File: src/logic/acmsc_defs.vh
`ifndef ACMSC_DEFS_VH
`define ACMSC_DEFS_VH
// Overview of operation
// RULE1: low_power_enable_bit/high_resolution_bit pick 8, 10 or 12 bit; both set forbidden.
// RULE2: bandwidth is ODR/2 in low power and normal, ODR/9 in high resolution.
// RULE3: turn-on: 1 ms low power, 1.6 ms normal, seven ODR periods high resolution.
// RULE4: resolution change waits seven ODR periods into 12 bit, else one.
// RULE5: self-test output is real acceleration plus the test force.
// RULE6: orientation event when stable in a known direction; 4D ignores Z.
// RULE7: host programs activity threshold and duration registers for sleep-to-wake.
// RULE8: below activity threshold the device falls to low power at 10 Hz.
// RULE9: during the fallback, programmed rate and resolution bits are ignored.
// RULE10: above threshold again, programmed mode and rate are restored.
// RULE11: sample_ready_flag rises whenever a complete new X, Y, Z set exists.
// RULE12: wake-up and free-fall events, shown together on two pins; the code puts wake-up on eventPinOne and free-fall on eventPinTwo only.
// RULE13: factory trimming is copied from non-volatile storage at power-up.
// RULE14: 32-level FIFO of 10-bit entries with FIFO, stream, trigger, bypass.
// RULE15: bypass keeps the FIFO empty; FIFO mode stores X, Y and Z.
// RULE16: temperature data is produced only while temperature_enable is one.
// RULE17: host sets block_update_hold and reads both temperature bytes.
// RULE18: temperature high byte holds 8-bit two's complement, left justified.
// RULE19: acceleration is two's complement, zero reads as zero.
// RULE20: host holds interface_select high when using I2C.

`define ACMSC_A_TEMPL 7'h0c
`define ACMSC_A_TEMPH 7'h0d
`define ACMSC_A_TEMPCFG 7'h1f
`define ACMSC_A_RATEPWR 7'h20
`define ACMSC_A_CTRL3 7'h22
`define ACMSC_A_RESUPD 7'h23
`define ACMSC_A_STATUS 7'h27
`define ACMSC_A_OUTXL 7'h28
`define ACMSC_A_OUTZH 7'h2d
`define ACMSC_A_FIFOCTL 7'h2e
`define ACMSC_A_FIFOSRC 7'h2f
`define ACMSC_A_EVCFG 7'h30
`define ACMSC_A_EVSRC 7'h31
`define ACMSC_A_WAKETHR 7'h32
`define ACMSC_A_FFTHR 7'h36
`define ACMSC_A_ACTTHR 7'h3e
`define ACMSC_A_ACTDUR 7'h3f

`define ACMSC_B_LOWPWR 3
`define ACMSC_B_HIRES 3
`define ACMSC_B_HOLD 7
`define ACMSC_B_TEMPEN 6
`define ACMSC_B_READY 3
`define ACMSC_B_PIN1WAKE 6
`define ACMSC_B_PIN1RDY 4
`define ACMSC_B_EV6D 6
`define ACMSC_B_EV4D 7

`define ACMSC_RST_RATEPWR 8'h07
`define ACMSC_RST_ZERO 8'h00

`define ACMSC_RES_LP 2'h0
`define ACMSC_RES_NM 2'h1
`define ACMSC_RES_HI 2'h2

`define ACMSC_FM_BYPASS 2'h0
`define ACMSC_FM_FIFO 2'h1
`define ACMSC_FM_STREAM 2'h2
`define ACMSC_FM_TRIG 2'h3

`define ACMSC_ODR_OFF 4'h0
`define ACMSC_ODR_10HZ 4'h2

`define ACMSC_CLK_PS 4000
`define ACMSC_TON_LP_PS 1000000000
`define ACMSC_TON_NM_PS 1600000000
`define ACMSC_SKIP_HI 3'h7
`define ACMSC_SKIP_OTHER 3'h1
`define ACMSC_TRIM_WORDS 2'h3
`endif

File: src/logic/acmsc_core.v
`timescale 1ns/1ns
`include "acmsc_defs.vh"
module acmsc_core #(
    parameter TON_LP_CYC = (`ACMSC_TON_LP_PS + `ACMSC_CLK_PS - 1)
        / `ACMSC_CLK_PS,
    parameter TON_NM_CYC = (`ACMSC_TON_NM_PS + `ACMSC_CLK_PS - 1)
        / `ACMSC_CLK_PS,
    parameter FIFO_DEPTH = 32,
    parameter FIFO_AW = 5
) (
    input wire clk, // 250 MHz
    input wire rst_n, // async reset, active low
    input wire regWr, // register write strobe
    input wire regRd, // register read strobe
    input wire [6:0] regAddr, // register address
    input wire [7:0] regWdata, // write data
    output reg [7:0] regRdata, // read data, one cycle after regRd
    input wire smpValid, // pulse: new X, Y, Z conversion
    input wire [11:0] smpX, // raw X, two's complement
    input wire [11:0] smpY, // raw Y
    input wire [11:0] smpZ, // raw Z
    input wire [11:0] stForce, // test force magnitude, same scale
    input wire [7:0] tempRaw, // temperature conversion
    input wire [11:0] trimData, // storage word, one cycle after address
    output reg [1:0] trimAddr, // storage word address
    output reg trimBusy, // trimming download in progress
    output reg [3:0] odrSel, // effective output rate to converter
    output reg [1:0] resSel, // effective resolution
    output reg bwSel, // 1: bandwidth ODR/9, 0: ODR/2
    output reg sleepActive, // automatic low-power fallback active
    output reg dataReady, // new valid sample set level
    output reg eventPinOne, // wake-up / orientation / ready pin
    output reg eventPinTwo // free-fall pin
);

reg rstS1, rstS2;
wire rstI_n = rstS2;
always @(posedge clk or negedge rst_n) begin
    if (!rst_n) begin
        rstS1 <= 1'b0;
        rstS2 <= 1'b0;
    end else begin
        rstS1 <= 1'b1;
        rstS2 <= rstS1;
    end
end
reg [7:0] ratePwr_r, ctrl3_r, resUpd_r, tempCfg_r, fifoCtl_r, evCfg_r;
reg [7:0] wakeThr_r, ffThr_r, actThr_r, actDur_r;
reg [11:0] trimOff_r [0:2];
reg [2:0] trimStep_r;
reg readyFlag_r, sleep_r, trigHit_r, tempLock_r;
reg [7:0] durCnt_r, tempOut_r, tempHold_r, evSrc_r;
reg [15:0] outReg_r [0:2];
reg [19:0] waitCyc_r;
reg [2:0] waitSmp_r;
reg [5:0] orientPrev_r, orientRep_r;
reg [9:0] fifoMem [0:3*FIFO_DEPTH-1];
reg [FIFO_AW-1:0] wrPtr_r, rdPtr_r;
reg [FIFO_AW:0] fifoCnt_r;
wire wrHit = regWr & ~trimBusy;
wire [1:0] fifoMode = fifoCtl_r[7:6];
wire rdZh = regRd & (regAddr == `ACMSC_A_OUTZH);
// effective mode: fallback overrides programmed bits
wire lpProg = ratePwr_r[`ACMSC_B_LOWPWR];
wire hiResProg = resUpd_r[`ACMSC_B_HIRES];
wire [1:0] resProg = (lpProg & ~hiResProg) ? `ACMSC_RES_LP :
    (~lpProg & hiResProg) ? `ACMSC_RES_HI : `ACMSC_RES_NM; // RULE1
wire [1:0] resEff = sleep_r ? `ACMSC_RES_LP : resProg; // RULE9 RULE10
wire [3:0] odrEff = sleep_r ? `ACMSC_ODR_10HZ : ratePwr_r[7:4]; // RULE8
// corrected samples and per-axis flags
wire [11:0] corr [0:2];
wire [11:0] absv [0:2];
wire [2:0] axHi, axLo, axFf;
wire [11:0] wakeLim = {1'b0, wakeThr_r[6:0], 4'h0};
wire [11:0] ffLim = {1'b0, ffThr_r[6:0], 4'h0};
wire [11:0] actLim = {1'b0, actThr_r[6:0], 4'h0};
wire [1:0] stMode = resUpd_r[2:1];
genvar g;
generate
    for (g = 0; g < 3; g = g + 1) begin : gAxis
        wire [11:0] raw = (g == 0) ? smpX : (g == 1) ? smpY : smpZ;
        wire [11:0] st = (stMode == 2'h1) ? stForce :
            (stMode == 2'h2) ? (12'h000 - stForce) : 12'h000;
        // sensor plus test force, then factory offset removed
        assign corr[g] = raw + st - trimOff_r[g]; // RULE5 RULE13
        assign absv[g] = corr[g][11] ? (12'h000 - corr[g]) : corr[g];
        assign axHi[g] = ~corr[g][11] & (absv[g] > wakeLim);
        assign axLo[g] = corr[g][11] & (absv[g] > wakeLim);
        assign axFf[g] = absv[g] < ffLim;
    end
endgenerate
wire [11:0] maxAbs01 = (absv[0] > absv[1]) ? absv[0] : absv[1];
wire [11:0] maxAbs = (maxAbs01 > absv[2]) ? maxAbs01 : absv[2];
wire wakeNow = |({axHi, axLo} & {evCfg_r[5:3], evCfg_r[2:0]}); // RULE12
wire ffNow = (ffThr_r[6:0] != 7'h00) & (&axFf); // RULE12
wire is4d = evCfg_r[`ACMSC_B_EV4D];
wire [5:0] orientNow = {axHi[0], axLo[0], axHi[1], axLo[1],
    axHi[2] & ~is4d, axLo[2] & ~is4d}; // RULE6
// a sample counts only once the turn-on or mode-change wait has ended
wire smpOk = smpValid & ~trimBusy & (waitCyc_r == 20'h00000)
    & (waitSmp_r == 3'h0) & (odrSel != `ACMSC_ODR_OFF);
wire orientEv = smpOk & evCfg_r[`ACMSC_B_EV6D] & (orientNow != 6'h00)
    & (orientNow == orientPrev_r) & (orientNow != orientRep_r); // RULE6
// resolution mask keeps 12, 10 or 8 significant bits, left justified
wire [11:0] resMask = (resSel == `ACMSC_RES_HI) ? 12'hfff :
    (resSel == `ACMSC_RES_NM) ? 12'hffc : 12'hff0;
// fifo control
wire fifoOn = fifoMode != `ACMSC_FM_BYPASS;
wire fifoFull = fifoCnt_r == FIFO_DEPTH;
wire fifoStop = (fifoMode == `ACMSC_FM_FIFO) |
    ((fifoMode == `ACMSC_FM_TRIG) & trigHit_r);
wire fifoPop = rdZh & fifoOn & (fifoCnt_r != 0);
wire fifoPush = smpOk & fifoOn & ~(fifoFull & fifoStop); // RULE14
wire fifoDrop = fifoPush & fifoFull & ~fifoPop;
// turn-on and change waits
always @(posedge clk or negedge rstI_n) begin
    if (!rstI_n) begin
        odrSel <= `ACMSC_ODR_OFF;
        resSel <= `ACMSC_RES_NM;
        bwSel <= 1'b0;
        waitCyc_r <= 20'h00000;
        waitSmp_r <= 3'h0;
    end else begin
        odrSel <= odrEff;
        resSel <= resEff;
        bwSel <= resEff == `ACMSC_RES_HI; // RULE2
        if (odrEff == `ACMSC_ODR_OFF) begin
            waitCyc_r <= 20'h00000;
            waitSmp_r <= 3'h0;
        end else if (odrSel == `ACMSC_ODR_OFF) begin
            // leaving power-down: fixed time or seven periods
            if (resEff == `ACMSC_RES_HI) begin
                waitSmp_r <= `ACMSC_SKIP_HI; // RULE3
            end else if (resEff == `ACMSC_RES_LP) begin
                waitCyc_r <= TON_LP_CYC[19:0]; // RULE3
            end else begin
                waitCyc_r <= TON_NM_CYC[19:0]; // RULE3
            end
        end else if (resEff != resSel) begin
            waitCyc_r <= 20'h00000;
            waitSmp_r <= (resEff == `ACMSC_RES_HI) ?
                `ACMSC_SKIP_HI : `ACMSC_SKIP_OTHER; // RULE4
        end else begin
            if (waitCyc_r != 20'h00000) begin
                waitCyc_r <= waitCyc_r - 20'h00001;
            end
            if (smpValid && waitSmp_r != 3'h0) begin
                waitSmp_r <= waitSmp_r - 3'h1;
            end
        end
    end
end
// trimming download, three words, before any other activity
always @(posedge clk or negedge rstI_n) begin
    if (!rstI_n) begin
        trimStep_r <= 3'h0;
        trimAddr <= 2'h0;
        trimBusy <= 1'b1;
        trimOff_r[0] <= 12'h000;
        trimOff_r[1] <= 12'h000;
        trimOff_r[2] <= 12'h000;
    end else if (trimBusy) begin
        trimStep_r <= trimStep_r + 3'h1;
        if (trimAddr != `ACMSC_TRIM_WORDS) begin
            trimAddr <= trimAddr + 2'h1;
        end
        if (trimStep_r != 3'h0) begin
            trimOff_r[trimStep_r[1:0] - 2'h1] <= trimData; // RULE13
        end
        trimBusy <= trimStep_r != {1'b0, `ACMSC_TRIM_WORDS};
    end
end
// register file
always @(posedge clk or negedge rstI_n) begin
    if (!rstI_n) begin
        ratePwr_r <= `ACMSC_RST_RATEPWR;
        ctrl3_r <= `ACMSC_RST_ZERO;
        resUpd_r <= `ACMSC_RST_ZERO;
        tempCfg_r <= `ACMSC_RST_ZERO;
        fifoCtl_r <= `ACMSC_RST_ZERO;
        evCfg_r <= `ACMSC_RST_ZERO;
        wakeThr_r <= `ACMSC_RST_ZERO;
        ffThr_r <= `ACMSC_RST_ZERO;
        actThr_r <= `ACMSC_RST_ZERO;
        actDur_r <= `ACMSC_RST_ZERO;
    end else if (wrHit) begin
        case (regAddr)
            `ACMSC_A_RATEPWR: ratePwr_r <= regWdata;
            `ACMSC_A_CTRL3: ctrl3_r <= regWdata;
            `ACMSC_A_RESUPD: resUpd_r <= regWdata;
            `ACMSC_A_TEMPCFG: tempCfg_r <= regWdata;
            `ACMSC_A_FIFOCTL: fifoCtl_r <= regWdata;
            `ACMSC_A_EVCFG: evCfg_r <= regWdata;
            `ACMSC_A_WAKETHR: wakeThr_r <= regWdata;
            `ACMSC_A_FFTHR: ffThr_r <= regWdata;
            `ACMSC_A_ACTTHR: actThr_r <= regWdata; // RULE7
            `ACMSC_A_ACTDUR: actDur_r <= regWdata; // RULE7
            default: ;
        endcase
    end
end
// sample path: outputs, ready flag, sleep fallback, events
always @(posedge clk or negedge rstI_n) begin
    if (!rstI_n) begin
        outReg_r[0] <= 16'h0000;
        outReg_r[1] <= 16'h0000;
        outReg_r[2] <= 16'h0000;
        readyFlag_r <= 1'b0;
        sleep_r <= 1'b0;
        durCnt_r <= 8'h00;
        orientPrev_r <= 6'h00;
        orientRep_r <= 6'h00;
        evSrc_r <= 8'h00;
        sleepActive <= 1'b0;
        dataReady <= 1'b0;
        eventPinOne <= 1'b0;
        eventPinTwo <= 1'b0;
    end else begin
        if (smpOk) begin
            outReg_r[0] <= {corr[0] & resMask, 4'h0}; // RULE19
            outReg_r[1] <= {corr[1] & resMask, 4'h0}; // RULE19
            outReg_r[2] <= {corr[2] & resMask, 4'h0}; // RULE19
            orientPrev_r <= orientNow;
            if (orientEv) begin
                orientRep_r <= orientNow;
            end
            evSrc_r <= {ffNow, orientEv, axHi, axLo};
        end
        // a new set wins over the clearing read in the same cycle
        if (smpOk) begin
            readyFlag_r <= 1'b1; // RULE11
        end else if (rdZh) begin
            readyFlag_r <= 1'b0;
        end
        if (actThr_r[6:0] == 7'h00) begin
            sleep_r <= 1'b0;
            durCnt_r <= 8'h00;
        end else if (smpValid && !trimBusy) begin
            if (maxAbs < actLim) begin
                if (durCnt_r >= actDur_r) begin
                    sleep_r <= 1'b1; // RULE8
                end else begin
                    durCnt_r <= durCnt_r + 8'h01;
                end
            end else begin
                sleep_r <= 1'b0; // RULE10
                durCnt_r <= 8'h00;
            end
        end
        sleepActive <= sleep_r;
        dataReady <= readyFlag_r; // RULE11
        eventPinOne <= (ctrl3_r[`ACMSC_B_PIN1WAKE]
            & (evSrc_r[6] | (|evSrc_r[5:0] & wakeNow)))
            | (ctrl3_r[`ACMSC_B_PIN1RDY] & readyFlag_r); // RULE12
        eventPinTwo <= evSrc_r[7]; // RULE12
    end
end
// trigger latch: a wake event freezes stream into fifo behaviour
always @(posedge clk or negedge rstI_n) begin
    if (!rstI_n) begin
        trigHit_r <= 1'b0;
    end else if (fifoMode != `ACMSC_FM_TRIG) begin
        trigHit_r <= 1'b0;
    end else if (smpOk && wakeNow) begin
        trigHit_r <= 1'b1; // RULE14
    end
end
// fifo pointers; bypass holds it empty
always @(posedge clk or negedge rstI_n) begin
    if (!rstI_n) begin
        wrPtr_r <= {FIFO_AW{1'b0}};
        rdPtr_r <= {FIFO_AW{1'b0}};
        fifoCnt_r <= {(FIFO_AW+1){1'b0}};
    end else if (!fifoOn) begin
        wrPtr_r <= {FIFO_AW{1'b0}}; // RULE15
        rdPtr_r <= {FIFO_AW{1'b0}}; // RULE15
        fifoCnt_r <= {(FIFO_AW+1){1'b0}}; // RULE15
    end else begin
        if (fifoPush) begin
            wrPtr_r <= wrPtr_r + 1'b1; // RULE15
        end
        // stream overwrites the oldest set when full
        if (fifoPop || fifoDrop) begin
            rdPtr_r <= rdPtr_r + 1'b1;
        end
        if (fifoPush && !fifoPop && !fifoFull) begin
            fifoCnt_r <= fifoCnt_r + 1'b1;
        end else if (fifoPop && !fifoPush) begin
            fifoCnt_r <= fifoCnt_r - 1'b1;
        end
    end
end
// entries keep the ten most significant bits of each axis
always @(posedge clk) begin
    if (fifoPush) begin
        fifoMem[{wrPtr_r, 2'h0} - wrPtr_r] <= corr[0][11:2]; // RULE14
        fifoMem[{wrPtr_r, 2'h0} - wrPtr_r + 1'b1] <= corr[1][11:2];
        fifoMem[{wrPtr_r, 2'h0} - wrPtr_r + 2'h2] <= corr[2][11:2];
    end
end

// temperature: zero while disabled, pair held by block_update_hold
wire tempEn = tempCfg_r[`ACMSC_B_TEMPEN];
wire holdOn = resUpd_r[`ACMSC_B_HOLD];
always @(posedge clk or negedge rstI_n) begin
    if (!rstI_n) begin
        tempOut_r <= 8'h00;
        tempHold_r <= 8'h00;
        tempLock_r <= 1'b0;
    end else begin
        if (!tempEn) begin
            tempOut_r <= 8'h00; // RULE16
        end else if (smpOk) begin
            tempOut_r <= tempRaw; // RULE18
        end
        if (regRd && regAddr == `ACMSC_A_TEMPL && holdOn) begin
            tempLock_r <= 1'b1; // RULE17
        end else if (regRd && regAddr == `ACMSC_A_TEMPH) begin
            tempLock_r <= 1'b0; // RULE17
        end
        if (!(tempLock_r && holdOn)) begin
            tempHold_r <= tempOut_r;
        end
    end
end

// read mux; in fifo modes the output bytes come from the oldest set
wire [FIFO_AW+1:0] headBase = {rdPtr_r, 2'h0} - rdPtr_r;
wire [1:0] axSel = regAddr[2:1];
wire [9:0] headEnt = fifoMem[headBase + axSel];
wire [15:0] outWord = fifoOn ? {headEnt, 6'h00} : outReg_r[axSel];
wire outArea = (regAddr >= `ACMSC_A_OUTXL) && (regAddr <= `ACMSC_A_OUTZH);
reg [7:0] rdMux;
always @* begin
    rdMux = 8'h00;
    if (outArea) begin
        rdMux = regAddr[0] ? outWord[15:8] : outWord[7:0];
    end else begin
        case (regAddr)
            `ACMSC_A_TEMPH: rdMux = tempHold_r; // RULE18
            `ACMSC_A_TEMPCFG: rdMux = tempCfg_r;
            `ACMSC_A_RATEPWR: rdMux = ratePwr_r;
            `ACMSC_A_CTRL3: rdMux = ctrl3_r;
            `ACMSC_A_RESUPD: rdMux = resUpd_r;
            `ACMSC_A_STATUS: rdMux = {4'h0, readyFlag_r, 3'h0}; // RULE11
            `ACMSC_A_FIFOCTL: rdMux = fifoCtl_r;
            `ACMSC_A_FIFOSRC: rdMux = {1'b0, fifoFull, fifoCnt_r};
            `ACMSC_A_EVCFG: rdMux = evCfg_r;
            `ACMSC_A_EVSRC: rdMux = evSrc_r;
            `ACMSC_A_WAKETHR: rdMux = wakeThr_r;
            `ACMSC_A_FFTHR: rdMux = ffThr_r;
            `ACMSC_A_ACTTHR: rdMux = actThr_r;
            `ACMSC_A_ACTDUR: rdMux = actDur_r;
            default: rdMux = 8'h00;
        endcase
    end
end

always @(posedge clk or negedge rstI_n) begin
    if (!rstI_n) begin
        regRdata <= 8'h00;
    end else if (regRd) begin
        regRdata <= rdMux;
    end
end

endmodule // acmsc_core

File: config.mk
export PLATFORM = sky130hd
export DESIGN_NAME = acmsc_core
export DESIGN_NICKNAME = d
export VERILOG_FILES = /design/src/logic/acmsc_core.v
export VERILOG_INCLUDE_DIRS = /design/src /design/src/logic
export SDC_FILE = /design/constraint.sdc
export NUM_CORES = 2
export LEC_CHECK = 0
export BUFFER_PORTS_ARGS = -buffer_cell sky130_fd_sc_hd__buf_2
export CORE_ASPECT_RATIO = 2
export CORE_UTILIZATION = 45
export CTS_CLUSTER_SIZE = 8
export DETAILED_ROUTE_END_ITERATION = 10
export GPL_ROUTABILITY_DRIVEN = 1
export PLACE_DENSITY_LB_ADDON = 0.3
export SYNTH_ARGS = -nofsm -noshare
export SYNTH_HDL_FRONTEND = slang
export SYNTH_SLANG_ARGS = --single-unit
File: constraint.sdc
create_clock -name clk -period 7.9 [get_ports clk]
set_clock_uncertainty 0.2 [all_clocks]
set_input_delay 1.975 -clock clk [delete_from_list [all_inputs] [get_ports clk]]
set_output_delay 1.975 -clock clk [all_outputs]
set_load 0.02 [all_outputs]
==> results.json <==
{
  "cts_tree": "done",
  "synth.avg_cell_area_um2": 11.2,
  "worst-path-max-fanout": 6,
  "grtUsageTotal_pct": 39.1,
  "vdd_drop_max_mv": 0.320,
  "min_period_ns": 9.97,
  "vias_per_cell": 7.19,
  "grt_max_degree": 163,
  "power.density_nw_per_um2": 355,
  "yosys.area.top_type_share_pct": 40.0,
  "drv_slew": 0,
  "max_slew_margin_pct": 11.7,
  "top_layer_used": "met5",
  "yosysMostFrequentCell": "nor2_1",
  "clkSinkCount": 1222,
  "layout.cells.non_filler": 8910,
  "vias": 64100,
  "setup_viol": 20,
  "grt_pass1_wl_um": 458000,
  "place_congestion": 1.05,
  "grt_pass1_vias": 64200,
  "worst_path_max_delay_cell": "fa_1",
  "setup_slack_ns": -2.07,
  "ys_ff_latch": 1222,
  "die_x_um": 285,
  "postRouteAntennaNets": 0,
  "r2r_setup_slack_ns": -1.17,
  "root_buffer": "clkbuf_16",
  "htreeDepth": 4,
  "grt_overflow_total": 0,
  "crit_required_ns": 8.44,
  "final_nets": 7010,
  "filler_cell_count": 13600,
  "clock_latency_ns": 0.86,
  "endpoint_kind": "register",
  "synth-main-ff-cell": "edfxtp_1",
  "critical_path_class": "in -> reg",
  "r2r-start": "resUpd_r[1]$_DFFE_PN0P_",
  "rsz0062_at_grt": "true",
  "startpoint_type": "input pin",
  "hold_path.class": "reg -> reg",
  "synth.largest_area_cell": "edfxtp_1",
  "cp.arrival_ns": 10.51,
  "postLayoutCoreUtil_pct": 53.1,
  "core_area_um2": 159000,
  "startpoint": "stForce[0]",
  "hp-start": "rstS1$_DFF_PN0_",
  "syn_nets": 6695,
  "initial_core_util_pct": 45.4,
  "tightest_slew_ns": 1.32,
  "ys.warnings.count": 0,
  "syn_to_final_growth_pct": 17.1,
  "antenna_found_initial": 16,
  "cap_viol_max_count": 0,
  "clockBufferDepth": 4,
  "r2r_cells": 42,
  "place_hpwl_um": 217000,
  "ys_types": 86,
  "fp.dieH_um": 568,
  "holdPathStages": 0,
  "dpl.cell_count": 8600,
  "route.met3.wl_um": 34500,
  "portBuffers": 109,
  "cpPeakStageDelay_ns": 0.49,
  "drtPass1Iterations": 10,
  "post_synth_main_area_contributors": "edfxtp_1, a221oi_1, mux4_2, dfrtp_1, nor2_1",
  "min_to": "rstI_n$_DFF_PN0_",
  "crit_path_frequent_cell": "o21a_1",
  "async_reset_ff_share_pct": 21.4,
  "synthesis.area_um2": 72100,
  "die-area_um2": 162000,
  "r2r_end": "durCnt_r[5]$_DFFE_PN0P_",
  "wl_um": 320000,
  "status": "complete, but fails checks",
  "drive_above_1_share_pct": 24.7,
  "p_leak_nw": 30.2,
  "drt_iter0_markers": 9203,
  "syn_inst": 6426,
  "wl_met2_um": 157000,
  "rows": 207,
  "synth_edf_count": 960,
  "hold_viol": 0,
  "met1Wirelength_um": 91000,
  "violations": "DRC, setup timing",
  "ios": 110,
  "timing.final.crit_share_pct": 126,
  "fmaxAchievable_ghz": 0.100,
  "setup_tns_ns": -24.99,
  "routedWlPerCell_um": 35.9,
  "synth_commonest_cells": "nor2_1, edfxtp_1, a221oi_1",
  "drc": 2,
  "synth_seq_area_share_pct": 49.1,
  "path_clk_slew_ns": 0.05,
  "cts_buffers": 178
}
timing repair:
item                                    in CTS  in global routing
gates resized for setup                    104                 98
endpoints found under the setup margin      20                 22
pin swaps                                   45                 41
hold endpoints to repair                     0                  0
hold buffers                                 0                  0
cloned                                       1                  0
setup buffers                               33                 27
routing by layer:
layer,up-vias,track usage [%]
met5,-,0.331
met4,12,35.6
met3,1819,9.49
met2,5224,66.9
met1,31300,38.8
li1,25800,-
critical path: cells and delay by family:
kind	cells	cell delay, ns
AO/OA/AOI/OAI	18	3.30
adder cells (fa/ha/maj)	6	1.68
AND/OR/NAND/NOR	13	2.11
buffers and inverters	8	1.03
multiplexers	1	0.19
XOR/XNOR	2	0.24
layout by cell type (no fill, tap or decap), drive strengths merged, types with 13 or more instances in the layout:
master / synthesis / routed
fa: 35 / 35
o211ai: 13 / 13
mux2: 121 / 121
o21ai: 201 / 201
nor2b: 28 / 28
a22o: 14 / 14
a22oi: 76 / 76
a21boi: 13 / 13
mux2i: 33 / 33
inv: 189 / 190
dfrtp: 257 / 257
and3: 18 / 18
nand2: 299 / 299
edfxtp: 960 / 960
a21o: 15 / 15
or4: 13 / 13
mux4: 310 / 310
nand4: 24 / 24
nor3: 107 / 107
xor2: 32 / 32
nor2: 1210 / 1210
a21oi: 102 / 102
o21a: 26 / 26
xnor2: 70 / 70
nand2b: 31 / 31
and2: 21 / 21
or2: 60 / 60
o22ai: 56 / 56
o31ai: 29 / 29
or3: 23 / 23
a221oi: 926 / 926
a31oi: 20 / 20
clkbuf: 584 / 243
nor4: 22 / 22
o21bai: 49 / 49
ha: 146 / 146
buf: 70 / 789
nand3: 59 / 59
o32ai: 18 / 18
flip-flops by register name, summed over array words and instances (netlist names), 20 cells and up:
| signal | count |
|---|---|
| waitCyc_r | 20 |
| trimOff_r | 36 |
| outReg_r | 36 |
| fifoMem | 960 |
power by group:
part           leakage (nW)  total, mW  switching [mW]  internal (mW)
combinational          15.9       14.9            9.85           5.04
sequential             12.0       8.10           0.284           7.82
clock                  2.32       7.01            2.92           4.09
area by class of cell:
class	count	area, µm²	share of cell area [%]
multi-input combinational	4361	34900	41.3
sequential	1222	35400	41.9
clock inverter	5	87.6	0.104
antenna	11	27.5	0.0326
clock buffer	243	4720	5.59
timing repair buffer	789	6010	7.12
tap	2090	2620	3.10
inverter	189	732	0.867
through the flow:
| stage | worst slack, ns | power [mW] | cell area [µm²] | hold WS, ns |
|---|---|---|---|---|
| 6_report | -2.07 | 30.0 | 84500 | 0.166 |
| 5_1_grt | -2.37 | 30.7 | 84500 | 0.180 |
| 4_1_cts | -2.13 | 28.9 | 83800 | 0.169 |
| 3_5_place_dp | -3.35 | 21.6 | 78300 | 0.152 |
| 3_3_place_gp | -3.21 | 21.4 | 78300 | 0.141 |
| 2_1_floorplan | -2.46 | 15.9 | 72300 | 0.131 |
how the worst max path moves through the flow:
stage,end,slack (ns),depth (start not counted)
final,durCnt_r[5]$_DFFE_PN0P_,-2.07,48
after global routing,durCnt_r[2]$_DFFE_PN0P_,-2.37,47
after CTS,durCnt_r[6]$_DFFE_PN0P_,-2.13,49
after detailed placement,durCnt_r[6]$_DFFE_PN0P_,-3.35,43
after global placement,durCnt_r[6]$_DFFE_PN0P_,-3.21,43
after floorplan,durCnt_r[1]$_DFFE_PN0P_,-2.46,49
kinds of logic (layout without fill, tap and decap cells):
logic type                 count (synthesis)  in the layout  share of synthesized area, %
xor gates and xnor gates                 103            103                          1.27
adders and majority gates                181            181                          3.50
muxes                                    464            464                          12.0
AOI/OAI and AO/OA                       1651           1651                          17.9
buffers and inverters                    843           1226                          4.43
other                                      1             12                       0.00520
DFF                                     1222           1222                          49.1
and+or+nand+nor                         1961           1961                          11.8
Power figures use the tool's default switching activity.
